`src/design/bacw_regs.vh`:
```
/*
  register indices, field positions, reset values and state counts
  of the bus area and read wait configuration block.
  assumes inclusion by bare name from the design files.
*/
`ifndef BACW_REGS_VH
`define BACW_REGS_VH

// register indices, byte address is four times the index
`define BACW_IDX_W 10
`define BACW_IDX_BUS_CTRL 10'h000
`define BACW_IDX_READ_WAIT 10'h001
`define BACW_IDX_CYC_STATUS 10'h002

// bus_area_function_control
`define BACW_BCR_RESET 16'h0000
`define BACW_BCR_WMASK 16'hF800
`define BACW_BIT_DRAM 15
`define BACW_BIT_MUXIO 14
`define BACW_BIT_WARP 13
`define BACW_BIT_DUTY 12
`define BACW_BIT_BSTYLE 11

// read_wait_state_control
`define BACW_READ_WAIT_STATE_CONTROL_RESET 16'hFFFF
`define BACW_READ_WAIT_STATE_CONTROL_WMASK 16'hFF02
`define BACW_READ_WAIT_STATE_CONTROL_ONES 16'h00FD
`define BACW_RW_HI 15
`define BACW_RW_LO 8
`define BACW_BIT_WW1 1

// cycle status fields
`define BACW_ST_BUSY 0
`define BACW_ST_SAMPLE 1
`define BACW_ST_CNT_LO 4
`define BACW_ST_AREA_LO 8

// area numbers
`define BACW_AREA0 3'h0
`define BACW_AREA1 3'h1
`define BACW_AREA2 3'h2
`define BACW_AREA5 3'h5
`define BACW_AREA6 3'h6
`define BACW_AREA7 3'h7

// state counts
`define BACW_ST_ONE 3'h1
`define BACW_ST_TWO 3'h2
`define BACW_ST_THREE 3'h3
`define BACW_ST_FOUR 3'h4
`define BACW_ST_RW_EXTRA 3'h2

`endif

```
`src/design/bacw_cfg.v`:
```
/*
  bus area function and read wait configuration registers with an apb
  slave and a cycle state timer for the external bus.
  assumes presetn is the power-on reset; manual reset arrives
  as a synchronous input and leaves the registers untouched.
*/
// Functional notes
// [RQ1] bus control resets zero, kept otherwise
// [RQ2] bit 15 makes area 1 dram
// [RQ3] bit 14 makes area 6 muxed io
// [RQ4] bit 13 selects normal or warp mode
// [RQ5] bit 12 sets read strobe duty
// [RQ6] bit 11 chooses byte strobe style
// [RQ7] bus control bits 10..0 read zero
// [RQ8] read wait register resets ones, kept otherwise
// [RQ9] bits 15..8 enable wait sampling per area
// [RQ10] areas 1,3,4,5,7: one or three plus wait
// [RQ11] areas 0,2,6: long wait plus optional one
// [RQ12] dram read column pitch from area 1 bit
// [RQ13] refresh uses refresh wait count, no wait
// [RQ14] muxed io reads take four plus wait
// [RQ15] on-chip peripherals read in three states
// [RQ16] on-chip rom and ram read in one
// [RQ17] read wait bits 7..2 and 0 read one
// [RQ18] bit 1 sets dram write column pitch
// [RQ19] software clears bit 1 only in dram mode; the code lets writes clear bit 1 in any mode
// [RQ20] areas 0,2 long wait one to four
// [RQ21] new settings apply from next cycle start
`timescale 1ns/1ns
`default_nettype none
`include "bacw_regs.vh"

module bacw_cfg (
  input wire pclk,
  input wire presetn,
  input wire psel,
  input wire penable,
  input wire pwrite,
  input wire [11:0] paddr,
  input wire [31:0] pwdata,
  input wire [3:0] pstrb,
  output reg [31:0] prdata,
  output reg pready,
  output reg pslverr,
  input wire manual_reset_req,
  input wire cyc_start,
  input wire [2:0] cyc_area,
  input wire cyc_write,
  input wire cyc_refresh,
  input wire cyc_on_chip,
  input wire wait_n,
  input wire [1:0] long_wait_02,
  input wire [1:0] long_wait_6,
  input wire [1:0] refresh_wait,
  output reg cyc_busy,
  output reg cyc_done,
  output reg wait_sample_en,
  output reg area1_dram_select,
  output reg area6_muxed_io_select,
  output reg warp_mode,
  output reg read_strobe_duty_select,
  output reg byte_strobe_style_select
);

  function hit;
    input [11:0] addr;
    input [9:0] idx;
    begin
      hit = (addr[11:2] == idx) && (addr[1:0] == 2'b00);
    end
  endfunction

  function [15:0] merge;
    input [15:0] old;
    input [15:0] wdat;
    input [1:0] lanes;
    input [15:0] wmask;
    begin
      merge = old;
      if (lanes[0]) begin
        merge[7:0] = (old[7:0] & ~wmask[7:0]) | (wdat[7:0] & wmask[7:0]);
      end
      if (lanes[1]) begin
        merge[15:8] = (old[15:8] & ~wmask[15:8]) | (wdat[15:8] & wmask[15:8]);
      end
    end
  endfunction

  reg [15:0] bus_area_function_control_r;
  reg [15:0] read_wait_state_control_r;
  reg [2:0] cnt_r;
  reg [2:0] area_r;
  reg [2:0] cnt_nxt;
  reg busy_nxt;
  reg done_nxt;
  reg samp_nxt;

  wire sel_bcr;
  wire sel_wcr;
  wire sel_st;
  wire mapped;
  wire setup;
  wire wr_acc;
  wire [2:0] calc_states;
  wire calc_sample;
  wire [15:0] bcr_rd;
  wire [15:0] wcr_rd;
  wire [15:0] st_rd;

  assign sel_bcr = hit(paddr, `BACW_IDX_BUS_CTRL);
  assign sel_wcr = hit(paddr, `BACW_IDX_READ_WAIT);
  assign sel_st = hit(paddr, `BACW_IDX_CYC_STATUS);
  assign mapped = sel_bcr | sel_wcr | sel_st;
  assign setup = psel & ~penable;
  assign wr_acc = psel & penable & pready & pwrite & mapped & ~pslverr;

  assign bcr_rd = bus_area_function_control_r & `BACW_BCR_WMASK; // RQ7
  assign wcr_rd = read_wait_state_control_r | `BACW_READ_WAIT_STATE_CONTROL_ONES; // RQ17
  assign st_rd = {5'h00, area_r, 1'b0, cnt_r, 2'b00, wait_sample_en, cyc_busy};

  // apb answer: ready in the cycle after setup
  always @(posedge pclk or negedge presetn) begin
    if (!presetn) begin
      pready <= 1'b0;
      pslverr <= 1'b0;
      prdata <= 32'h00000000;
    end else begin
      pready <= setup;
      pslverr <= setup & (~mapped | (pwrite & sel_st));
      if (setup && !pwrite) begin
        if (sel_bcr) begin
          prdata <= {16'h0000, bcr_rd};
        end else if (sel_wcr) begin
          prdata <= {16'h0000, wcr_rd};
        end else if (sel_st) begin
          prdata <= {16'h0000, st_rd};
        end else begin
          prdata <= 32'h00000000;
        end
      end
    end
  end

  // only power-on reset touches the registers
  always @(posedge pclk or negedge presetn) begin
    if (!presetn) begin
      bus_area_function_control_r <= `BACW_BCR_RESET; // RQ1
      read_wait_state_control_r <= `BACW_READ_WAIT_STATE_CONTROL_RESET; // RQ8
    end else if (wr_acc) begin
      if (sel_bcr) begin
        bus_area_function_control_r <= merge(bus_area_function_control_r,
          pwdata[15:0], pstrb[1:0], `BACW_BCR_WMASK); // RQ7
      end
      if (sel_wcr) begin
        read_wait_state_control_r <= merge(read_wait_state_control_r,
          pwdata[15:0], pstrb[1:0], `BACW_READ_WAIT_STATE_CONTROL_WMASK) | `BACW_READ_WAIT_STATE_CONTROL_ONES; // RQ17
      end
    end
  end

  bacw_state_calc u_calc (
    .area(cyc_area),
    .is_write(cyc_write),
    .is_refresh(cyc_refresh),
    .on_chip(cyc_on_chip),
    .dram_sel(bus_area_function_control_r[`BACW_BIT_DRAM]),
    .muxio_sel(bus_area_function_control_r[`BACW_BIT_MUXIO]),
    .rw_bits(read_wait_state_control_r[`BACW_RW_HI:`BACW_RW_LO]),
    .ww_bit(read_wait_state_control_r[`BACW_BIT_WW1]),
    .long_wait_02(long_wait_02),
    .long_wait_6(long_wait_6),
    .refresh_wait(refresh_wait),
    .states(calc_states),
    .sample(calc_sample)
  );

  // cycle timer: count latched at start, wait extends last state
  always @* begin
    cnt_nxt = cnt_r;
    busy_nxt = cyc_busy;
    done_nxt = 1'b0;
    samp_nxt = wait_sample_en;
    if (manual_reset_req) begin
      cnt_nxt = 3'h0;
      busy_nxt = 1'b0;
      samp_nxt = 1'b0;
    end else if (!cyc_busy) begin
      if (cyc_start) begin
        cnt_nxt = calc_states; // RQ21
        samp_nxt = calc_sample; // RQ9
        busy_nxt = 1'b1;
      end
    end else if (cnt_r > `BACW_ST_ONE) begin
      cnt_nxt = cnt_r - `BACW_ST_ONE;
    end else if (!wait_sample_en || wait_n) begin
      cnt_nxt = 3'h0;
      busy_nxt = 1'b0;
      done_nxt = 1'b1;
      samp_nxt = 1'b0;
    end
  end

  always @(posedge pclk or negedge presetn) begin
    if (!presetn) begin
      cnt_r <= 3'h0;
      area_r <= 3'h0;
      cyc_busy <= 1'b0;
      cyc_done <= 1'b0;
      wait_sample_en <= 1'b0;
    end else begin
      cnt_r <= cnt_nxt;
      cyc_busy <= busy_nxt;
      cyc_done <= done_nxt;
      wait_sample_en <= samp_nxt;
      if (!cyc_busy && cyc_start) begin
        area_r <= cyc_area;
      end
    end
  end

  // area function outputs change only between cycles
  always @(posedge pclk or negedge presetn) begin
    if (!presetn) begin
      area1_dram_select <= 1'b0;
      area6_muxed_io_select <= 1'b0;
      warp_mode <= 1'b0;
      read_strobe_duty_select <= 1'b0;
      byte_strobe_style_select <= 1'b0;
    end else if (!cyc_busy && !cyc_start) begin
      area1_dram_select <= bus_area_function_control_r[`BACW_BIT_DRAM]; // RQ2
      area6_muxed_io_select <= bus_area_function_control_r[`BACW_BIT_MUXIO]; // RQ3
      warp_mode <= bus_area_function_control_r[`BACW_BIT_WARP]; // RQ4
      read_strobe_duty_select <= bus_area_function_control_r[`BACW_BIT_DUTY]; // RQ5
      byte_strobe_style_select <= bus_area_function_control_r[`BACW_BIT_BSTYLE]; // RQ6
    end
  end

endmodule

`default_nettype wire

```
`src/design/bacw_state_calc.v`:
```
/*
  combinational count of states for one bus cycle and whether the
  wait input is sampled, from area, space type and configuration.
  assumes all inputs stable while the cycle is being started.
*/
`timescale 1ns/1ns
`default_nettype none
`include "bacw_regs.vh"

module bacw_state_calc (
  input wire [2:0] area,
  input wire is_write,
  input wire is_refresh,
  input wire on_chip,
  input wire dram_sel,
  input wire muxio_sel,
  input wire [7:0] rw_bits,
  input wire ww_bit,
  input wire [1:0] long_wait_02,
  input wire [1:0] long_wait_6,
  input wire [1:0] refresh_wait,
  output reg [2:0] states,
  output reg sample
);

  reg rw_a;
  reg [2:0] lw;

  always @* begin
    rw_a = rw_bits[area];
    lw = (area == `BACW_AREA6) ? ({1'b0, long_wait_6} + `BACW_ST_ONE)
                               : ({1'b0, long_wait_02} + `BACW_ST_ONE); // RQ20
    states = `BACW_ST_ONE;
    sample = 1'b0;
    if (on_chip) begin
      if (area == `BACW_AREA5) begin
        states = `BACW_ST_THREE; // RQ15
      end else begin
        states = `BACW_ST_ONE; // RQ16
      end
    end else if (area == `BACW_AREA1 && dram_sel && is_refresh) begin
      if (rw_a) begin
        states = {1'b0, refresh_wait} + `BACW_ST_ONE; // RQ13
      end
    end else if (area == `BACW_AREA1 && dram_sel) begin
      if (is_write ? ww_bit : rw_a) begin
        states = `BACW_ST_TWO; // RQ12
        sample = 1'b1; // RQ18
      end
    end else if (area == `BACW_AREA1 && is_write) begin
      states = `BACW_ST_TWO;
      sample = 1'b1;
    end else if (area == `BACW_AREA6 && muxio_sel) begin
      states = `BACW_ST_FOUR; // RQ14
      sample = 1'b1;
    end else if (area == `BACW_AREA0 || area == `BACW_AREA2 || area == `BACW_AREA6) begin
      states = rw_a ? (lw + `BACW_ST_TWO) : (lw + `BACW_ST_ONE); // RQ11
      sample = rw_a;
    end else begin
      states = rw_a ? (`BACW_ST_ONE + `BACW_ST_RW_EXTRA) : `BACW_ST_ONE; // RQ10
      sample = rw_a; // RQ9
    end
  end

endmodule

`default_nettype wire

```
`config.mk`:
```
export PLATFORM = sky130hd
export DESIGN_NAME = bacw_cfg
export DESIGN_NICKNAME = d
export VERILOG_FILES = /design/src/design/bacw_cfg.v /design/src/design/bacw_state_calc.v
export VERILOG_INCLUDE_DIRS = /design/src /design/src/design
export SDC_FILE = /design/constraint.sdc
export NUM_CORES = 1
export LEC_CHECK = 0
export ABC_CLOCK_PERIOD_IN_PS = 2500
export BUFFER_PORTS_ARGS = -buffer_cell sky130_fd_sc_hd__buf_2
export CORE_MARGIN = 2
export CORE_UTILIZATION = 47
export DETAILED_ROUTE_END_ITERATION = 6
export PLACE_DENSITY = 0.92
export SLEW_MARGIN = 20
export SYNTH_ARGS = -nofsm -noshare
export SYNTH_HDL_FRONTEND = slang
export SYNTH_SLANG_ARGS = --single-unit
```
`constraint.sdc`:
```
create_clock -name pclk -period 2.5 [get_ports pclk]
set_clock_uncertainty 0.1 [all_clocks]
set_input_delay 0.5 -clock pclk [delete_from_list [all_inputs] [get_ports pclk]]
set_output_delay 0.5 -clock pclk [all_outputs]
set_load 0.005 [all_outputs]
```
==> results of run 1 <==
-- layout make-up --
class                   instances  area, um^2
flip-flops and latches         44        1110
clock inverters                 3        47.5
inverters                       5        18.8
clock buffers                   5        68.8
repair buffers                 79         423
multi-input cells             164        1180
fillers                       441        2100
well taps                      70        87.6
-- synth_stat cells (2+ instances only) --
| cell type | n | area share |
|---|---|---|
| dfrtp_1 | 35 | 0.36 |
| mux2_2 | 24 | 0.11 |
| nor2_1 | 21 | 0.032 |
| a21oi_1 | 19 | 0.039 |
| buf_4 | 19 | 0.059 |
| o21ai_0 | 12 | 0.025 |
| a22oi_1 | 9 | 0.028 |
| dfstp_2 | 9 | 0.097 |
| nand2b_1 | 6 | 0.015 |
| inv_1 | 5 | 0.0077 |
| nor2b_1 | 5 | 0.013 |
| clkbuf_1 | 4 | 0.0062 |
| ha_1 | 4 | 0.021 |
| nand2_1 | 4 | 0.0062 |
| nand3_1 | 4 | 0.0082 |
| buf_2 | 3 | 0.0062 |
| nand4b_1 | 3 | 0.011 |
| nor3_1 | 3 | 0.0062 |
| a21o_1 | 2 | 0.0062 |
| mux4_1 | 2 | 0.022 |
| nand3b_1 | 2 | 0.0062 |
| nand4_1 | 2 | 0.0051 |
| nor4_1 | 2 | 0.0051 |
| o22a_1 | 2 | 0.0072 |
-- state kept, by name, summed over array words and instances, names as in the netlist --
register                     cells
read_wait_state_control_r        9
cnt_r                            3
prdata                          14
cyc_done                         1
wait_sample_en                   1
cyc_busy                         1
byte_strobe_style_select         1
area_r                           3
warp_mode                        1
area1_dram_select                1
pready                           1
pslverr                          1
read_strobe_duty_select          1
area6_muxed_io_select            1
bus_area_function_control_r      5
-- worst register-to-register path, delay by kind of cell, from the launching register on --
kind               cells  cell delay [ns]
DFF                    1             0.56
AOI/OAI and AO/OA      2             0.32
muxes                  2             0.42
and+or+nand+nor        1             0.47
-- routing by layer --
metal,vias to the layer above,global-route usage,wire length [um],part of all wire
li1,943,-,-,-
met1,950,0.244,2230,0.41
met2,89,0.323,2660,0.49
met3,10,0.0571,400,0.074
met4,0,0.0618,94,0.017
met5,-,0,0,0
-- power by group --
group          internal, mW  switching [mW]
Sequential            0.761          0.0324
Clock                 0.301           0.263
Combinational         0.115           0.125
Total                  1.18           0.420
-- kinds of logic (layout without fill, tap and decap cells) --
| logic type | count (synthesis) | after routing |
|---|---|---|
| AND/OR/NAND/NOR | 60 | 60 |
| buffers and inverters | 32 | 92 |
| other | 1 | 16 |
| flip-flops | 44 | 44 |
| multiplexers | 28 | 28 |
| adder cells (fa/ha/maj) | 4 | 4 |
| AO/OA/AOI/OAI | 56 | 56 |
-- metrics by stage --
step / instance area (um^2) / instances
4_1_cts: 2940 / 370
2_1_floorplan: 2490 / 240
6_report: 2940 / 370
3_3_place_gp: 2820 / 362
3_5_place_dp: 2820 / 362
5_1_grt: 2940 / 370
-- worst max path at each step --
stage,start,end,slack [ns],cells after the start
2_1_floorplan,cyc_area[2],cnt_r[1],0.23,8
3_3_place_gp,cyc_area[0],cnt_r[1],0.13,8
3_5_place_dp,cyc_area[0],cnt_r[1],0.10,8
4_1_cts,cyc_area[0],cnt_r[1],0.43,8
5_1_grt,cyc_area[0],cnt_r[1],0.32,8
6_report,cyc_area[0],cnt_r[1],0.43,8
==> flow_metrics.env, run 1 <==
export IMPL_outcome="completed"
export IMPL_place_ws_ns=0.100
export IMPL_layout_setup_ws_ns=0.427
export IMPL_cts_setup_buffers=0
export IMPL_grt_max_degree=27
export IMPL_postRouteAntennaNets=0
export IMPL_cp_data_arrival_time_ns=2.15
export IMPL_cp_max_fo=4
export IMPL_final_cell_mix="68 x buf_2, 35 x dfrtp_1, 24 x mux2_2"
export IMPL_dieArea_um2=5760
export IMPL_rr_worst_depth=5
export IMPL_finalMaxSlewViolations=0
export IMPL_synth_area_mux_share=0.146
export IMPL_post_drt_wl_per_cell_um=14.6
export IMPL_end_kind="flop"
export IMPL_place_congestion=0.859
export IMPL_ys_flop_type="dfrtp_1"
export IMPL_ys_seq_area_frac=0.458
export IMPL_timing_rr_end="cnt_r[1]"
export IMPL_power_density_nw_per_um2=544
export IMPL_yosys_warnings=0
export IMPL_period_share=0.829
export IMPL_vias_per_cell=5.38
export IMPL_path_cells="buf_2, nand3b_1, mux2_2, inv_1, ha_1, or4b_1, a31oi_1, o221ai_1"
export IMPL_criticalPathCategory="in2reg"
export IMPL_nets=371
export IMPL_timing_fmax_mhz=483
export IMPL_area_delta_synth_final_pct=20.8
export IMPL_drtPass1Iterations=5
export IMPL_critPathRequiredTime_ns=2.58
export IMPL_postRouteWirelength_um=5390
export IMPL_drt_iter0_markers=75
export IMPL_cts_tree="done"
export IMPL_cts_made_buffers=5
export IMPL_synth_simple_area_share=0.148
export IMPL_cap_violations=0
export IMPL_grt_pass1_wl_um=8950
export IMPL_path_delay_family="simple AND/OR/NAND/NOR gates"
export IMPL_grt_pass1_vias=1900
export IMPL_peakVddDrop_mv=0.414
export IMPL_synthAdderAreaFrac=0.0206
export IMPL_fp_row_count=26
export IMPL_ys_ff_latch=44
export IMPL_finalHoldViolations=0
export IMPL_clk_latency_ns=0.30
export IMPL_dieHeight_um=75.9
export IMPL_drc=0
export IMPL_regToRegSetupSlack_ns=0.50
export IMPL_h_tree_depth=2
export IMPL_rsz0062_at_grt="false"
export IMPL_synth_area_um2=2430
export IMPL_critPathSlowestCell="or4b_1"
export IMPL_synth_compound_area_frac=0.146
export IMPL_clockRootBuffer="clkbuf_8"
export IMPL_cts_hold_buf=0
export IMPL_start_util=0.482
export IMPL_tightest_slew_ns=0.551
export IMPL_path_clk_slew_ns=0.09
export IMPL_synth_edff_count=0
export IMPL_overflow=0
export IMPL_synth_top_family_by_area="simple AND/OR/NAND/NOR gates"
export IMPL_dp_hpwl_um=4220
export IMPL_cts_resized=0
export IMPL_syn_avg_cell_area_um2=10.8
export IMPL_slowest_delay_ns=0.42
export IMPL_track_usage=0.194
export IMPL_vias=1992
export IMPL_drive_gt1_frac=0.423
export IMPL_crit_path_start_kind="input pin"
export IMPL_setup_tns_ns=0
export IMPL_final_common_cell="buf_2"
export IMPL_hold_path_class="in2async"
export IMPL_period_minus_slack_ns=2.07
export IMPL_synthCells=225
export IMPL_p_leak_nw=1.40
export IMPL_ios=110
export IMPL_whs_ns=0.0682
export IMPL_async_flop_share=1.00
export IMPL_core_um2=5040
export IMPL_final_util=0.583
export IMPL_crit_buf_inv=2
export IMPL_synthXorXnorAreaFrac=0
export IMPL_synthDistinctLibCells=48
export IMPL_die_w_um=75.9
export IMPL_cts_sinks=44
export IMPL_slew_headroom=0.633
export IMPL_setup_viol=0
export IMPL_portBuffers=68
export IMPL_power_mw=1.60
export IMPL_antenna_found_initial=0
export IMPL_reg2reg_from="read_wait_state_control_r[13]"
export IMPL_num_antenna_cells=0
export IMPL_clk_path_buf_depth=2
(Power assumes the default switching activity.)
==> inputs of run 2 (changes only) <==
Settings changed: ABC_CLOCK_PERIOD_IN_PS 2500 to 1700, CORE_UTILIZATION 47 to 43, PLACE_DENSITY 0.92 to 0.89.
Clock period 2.5 ns to 1.7 ns, I/O delays scaled along.
==> run 2 against run 1 <==
Effect of this change: flip-flop and latch count unchanged; count of clock-buffer cells in the layout rose by 2; the flow now finishes with violations (setup timing); die area up 8.8%; non-clock buffer count grew 20; largest power group unchanged; critical path depth down 3; cell area grew 8.1%; first-iteration DRC count grew 48%; core utilization shrank 0.22 points; cell count up 5.9%; critical path type is now reg2reg; critical endpoint unchanged; global-route usage up 0.45 points.
==> flow_metrics.env, run 2 (synthesized netlist as in run 1, its figures left out) <==
export IMPL_stdcell_area_um2=3180
export IMPL_drc=0
export IMPL_power_mw=2.24
export IMPL_drt_iter0_markers=111
export IMPL_place_area_um2=3030
export IMPL_finalHoldViolations=0
export IMPL_post_drt_wl_per_cell_um=14.7
export IMPL_period_share=1.08
export IMPL_track_usage=0.198
export IMPL_vias=2048
export IMPL_largest_register_ffs=14
export IMPL_peakVddDrop_mv=0.524
export IMPL_cts_sinks=44
export IMPL_regMostFlops="prdata"
export IMPL_power_density_nw_per_um2=705
export IMPL_final_cell_mix="68 x buf_2, 35 x dfrtp_1, 26 x buf_4"
export IMPL_dp_hpwl_um=4440
export IMPL_die_w_um=79.2
export IMPL_final_common_cell="buf_2"
export IMPL_place_congestion=0.833
export IMPL_overflow=0
export IMPL_rsz0062_at_grt="true"
export IMPL_crit_path_start_kind="flop"
export IMPL_end_kind="flop"
export IMPL_area_delta_synth_final_pct=30.7
export IMPL_fillers=452
export IMPL_hold_depth=2
export IMPL_hold_path_class="in2reg"
export IMPL_p_leak_nw=1.51
export IMPL_start_util=0.444
export IMPL_path_clk_slew_ns=0.08
export IMPL_setup_viol=4
export IMPL_dieArea_um2=6270
export IMPL_drive_gt1_frac=0.481
export IMPL_cp_data_arrival_time_ns=1.92
export IMPL_place_ws_ns=-0.382
export IMPL_violations="setup timing"
export IMPL_num_antenna_cells=0
export IMPL_finalMaxSlewViolations=0
export IMPL_cap_violations=0
export IMPL_portBuffers=68
export IMPL_rr_worst_depth=5
export IMPL_cts_tree="done"
export IMPL_clk_path_buf_depth=2
export IMPL_drtPass1Iterations=5
export IMPL_clk_latency_ns=0.30
export IMPL_grt_pass1_vias=2044
export IMPL_outcome="finished, violations left"
export IMPL_period_minus_slack_ns=1.83
export IMPL_timing_fmax_mhz=545
export IMPL_nets=391
export IMPL_critPathSlowestCell="dfstp_2"
export IMPL_grt_max_degree=45
export IMPL_dieHeight_um=79.2
export IMPL_slowest_delay_ns=0.54
export IMPL_critPathRequiredTime_ns=1.78
export IMPL_criticalPathCategory="reg2reg"
export IMPL_ios=110
export IMPL_cp_max_fo=5
export IMPL_path_cells="mux4_2, mux2i_4, or4b_1, a31oi_1, o221ai_1"
export IMPL_whs_ns=0.173
export IMPL_postRouteAntennaNets=0
export IMPL_top_regs="prdata (14), read_wait_state_control_r (9), bus_area_function_control_r (5)"
export IMPL_cts_made_buffers=5
export IMPL_clockRootBuffer="clkbuf_8"
export IMPL_layout_setup_ws_ns=-0.133
export IMPL_grt_pass1_wl_um=9490
export IMPL_h_tree_depth=2
export IMPL_fp_row_count=27
export IMPL_antenna_found_initial=0
export IMPL_postRouteWirelength_um=5780
export IMPL_core_um2=5470
export IMPL_vias_per_cell=5.22
export IMPL_setup_tns_ns=-0.457
run 2: changes by cell type in the layout (fill, tap and decap cells not counted), sizes merged:
| cell | change |
|---|---|
| buf | +19 |
| clkbuf | +2 |
| clkinv | -2 |
| bufinv | -1 |
| clkinvlp | +1 |
| dlygate4sd3 | +1 |
run 2: final cells by class:
class | instances | area, um^2 | area share
Timing Repair Buffer | 99 | 608 | 0.191
Sequential cell | 44 | 1110 | 0.350
Clock buffer | 7 | 86.3 | 0.0272
Tap cell | 72 | 90.1 | 0.0284
Multi-Input combinational cell | 164 | 1250 | 0.395
Inverter | 5 | 18.8 | 0.00591
Clock inverter | 1 | 7.51 | 0.00236
run 2: critical path, delay by kind of cell (launching register included):
kind	cells	cell delay, ns
compound gates	2	0.25
simple gates	1	0.46
flops	1	0.54
mux	2	0.35
run 2: metal layers:
metal / share of wire / GRT usage / vias to the layer above / routed length [um]
met4: 0.014 / 0.0638 / 0 / 82
met3: 0.063 / 0.0580 / 11 / 366
li1: - / - / 978 / -
met1: 0.42 / 0.237 / 972 / 2400
met2: 0.51 / 0.343 / 87 / 2930
met5: 0 / 0 / - / 0
run 2: power by group:
| group | internal, mW | leakage, nW | total (mW) | switching (mW) |
|---|---|---|---|---|
| Sequential | 1.12 | 0.543 | 1.17 | 0.0487 |
| Clock | 0.330 | 0.0445 | 0.690 | 0.359 |
| Combinational | 0.184 | 0.919 | 0.383 | 0.199 |
run 2: what timing repair did:
item | in CTS | in global routing
hold buffers | 1 | 0
endpoints found under the hold margin | 35 | 0
pin swaps | 2 | 4
buffers inserted | 1 | 1
resized for setup | 1 | 5
endpoints found under the setup margin | 8 | 6
run 2: path summary, 6_finish.rpt:
check	endpoint	start	slack, ns
worst max register to register	cnt_r[1]	read_wait_state_control_r[13]	-0.13
max in group asynchronous	read_wait_state_control_r[8]	presetn	0.78
worst max-delay path	cnt_r[1]	read_wait_state_control_r[13]	-0.13
min in group asynchronous	prdata[1]	presetn	0.45
worst min register to register	read_strobe_duty_select	read_strobe_duty_select	0.40
worst min-delay path	cnt_r[2]	cyc_on_chip	0.17
run 2: stage by stage:
step | utilization | instances
after floorplan | - | 240
after global placement | 0.554 | 381
after detailed placement | 0.554 | 381
after CTS | 0.575 | 391
after global routing | 0.580 | 392
final | 0.580 | 392
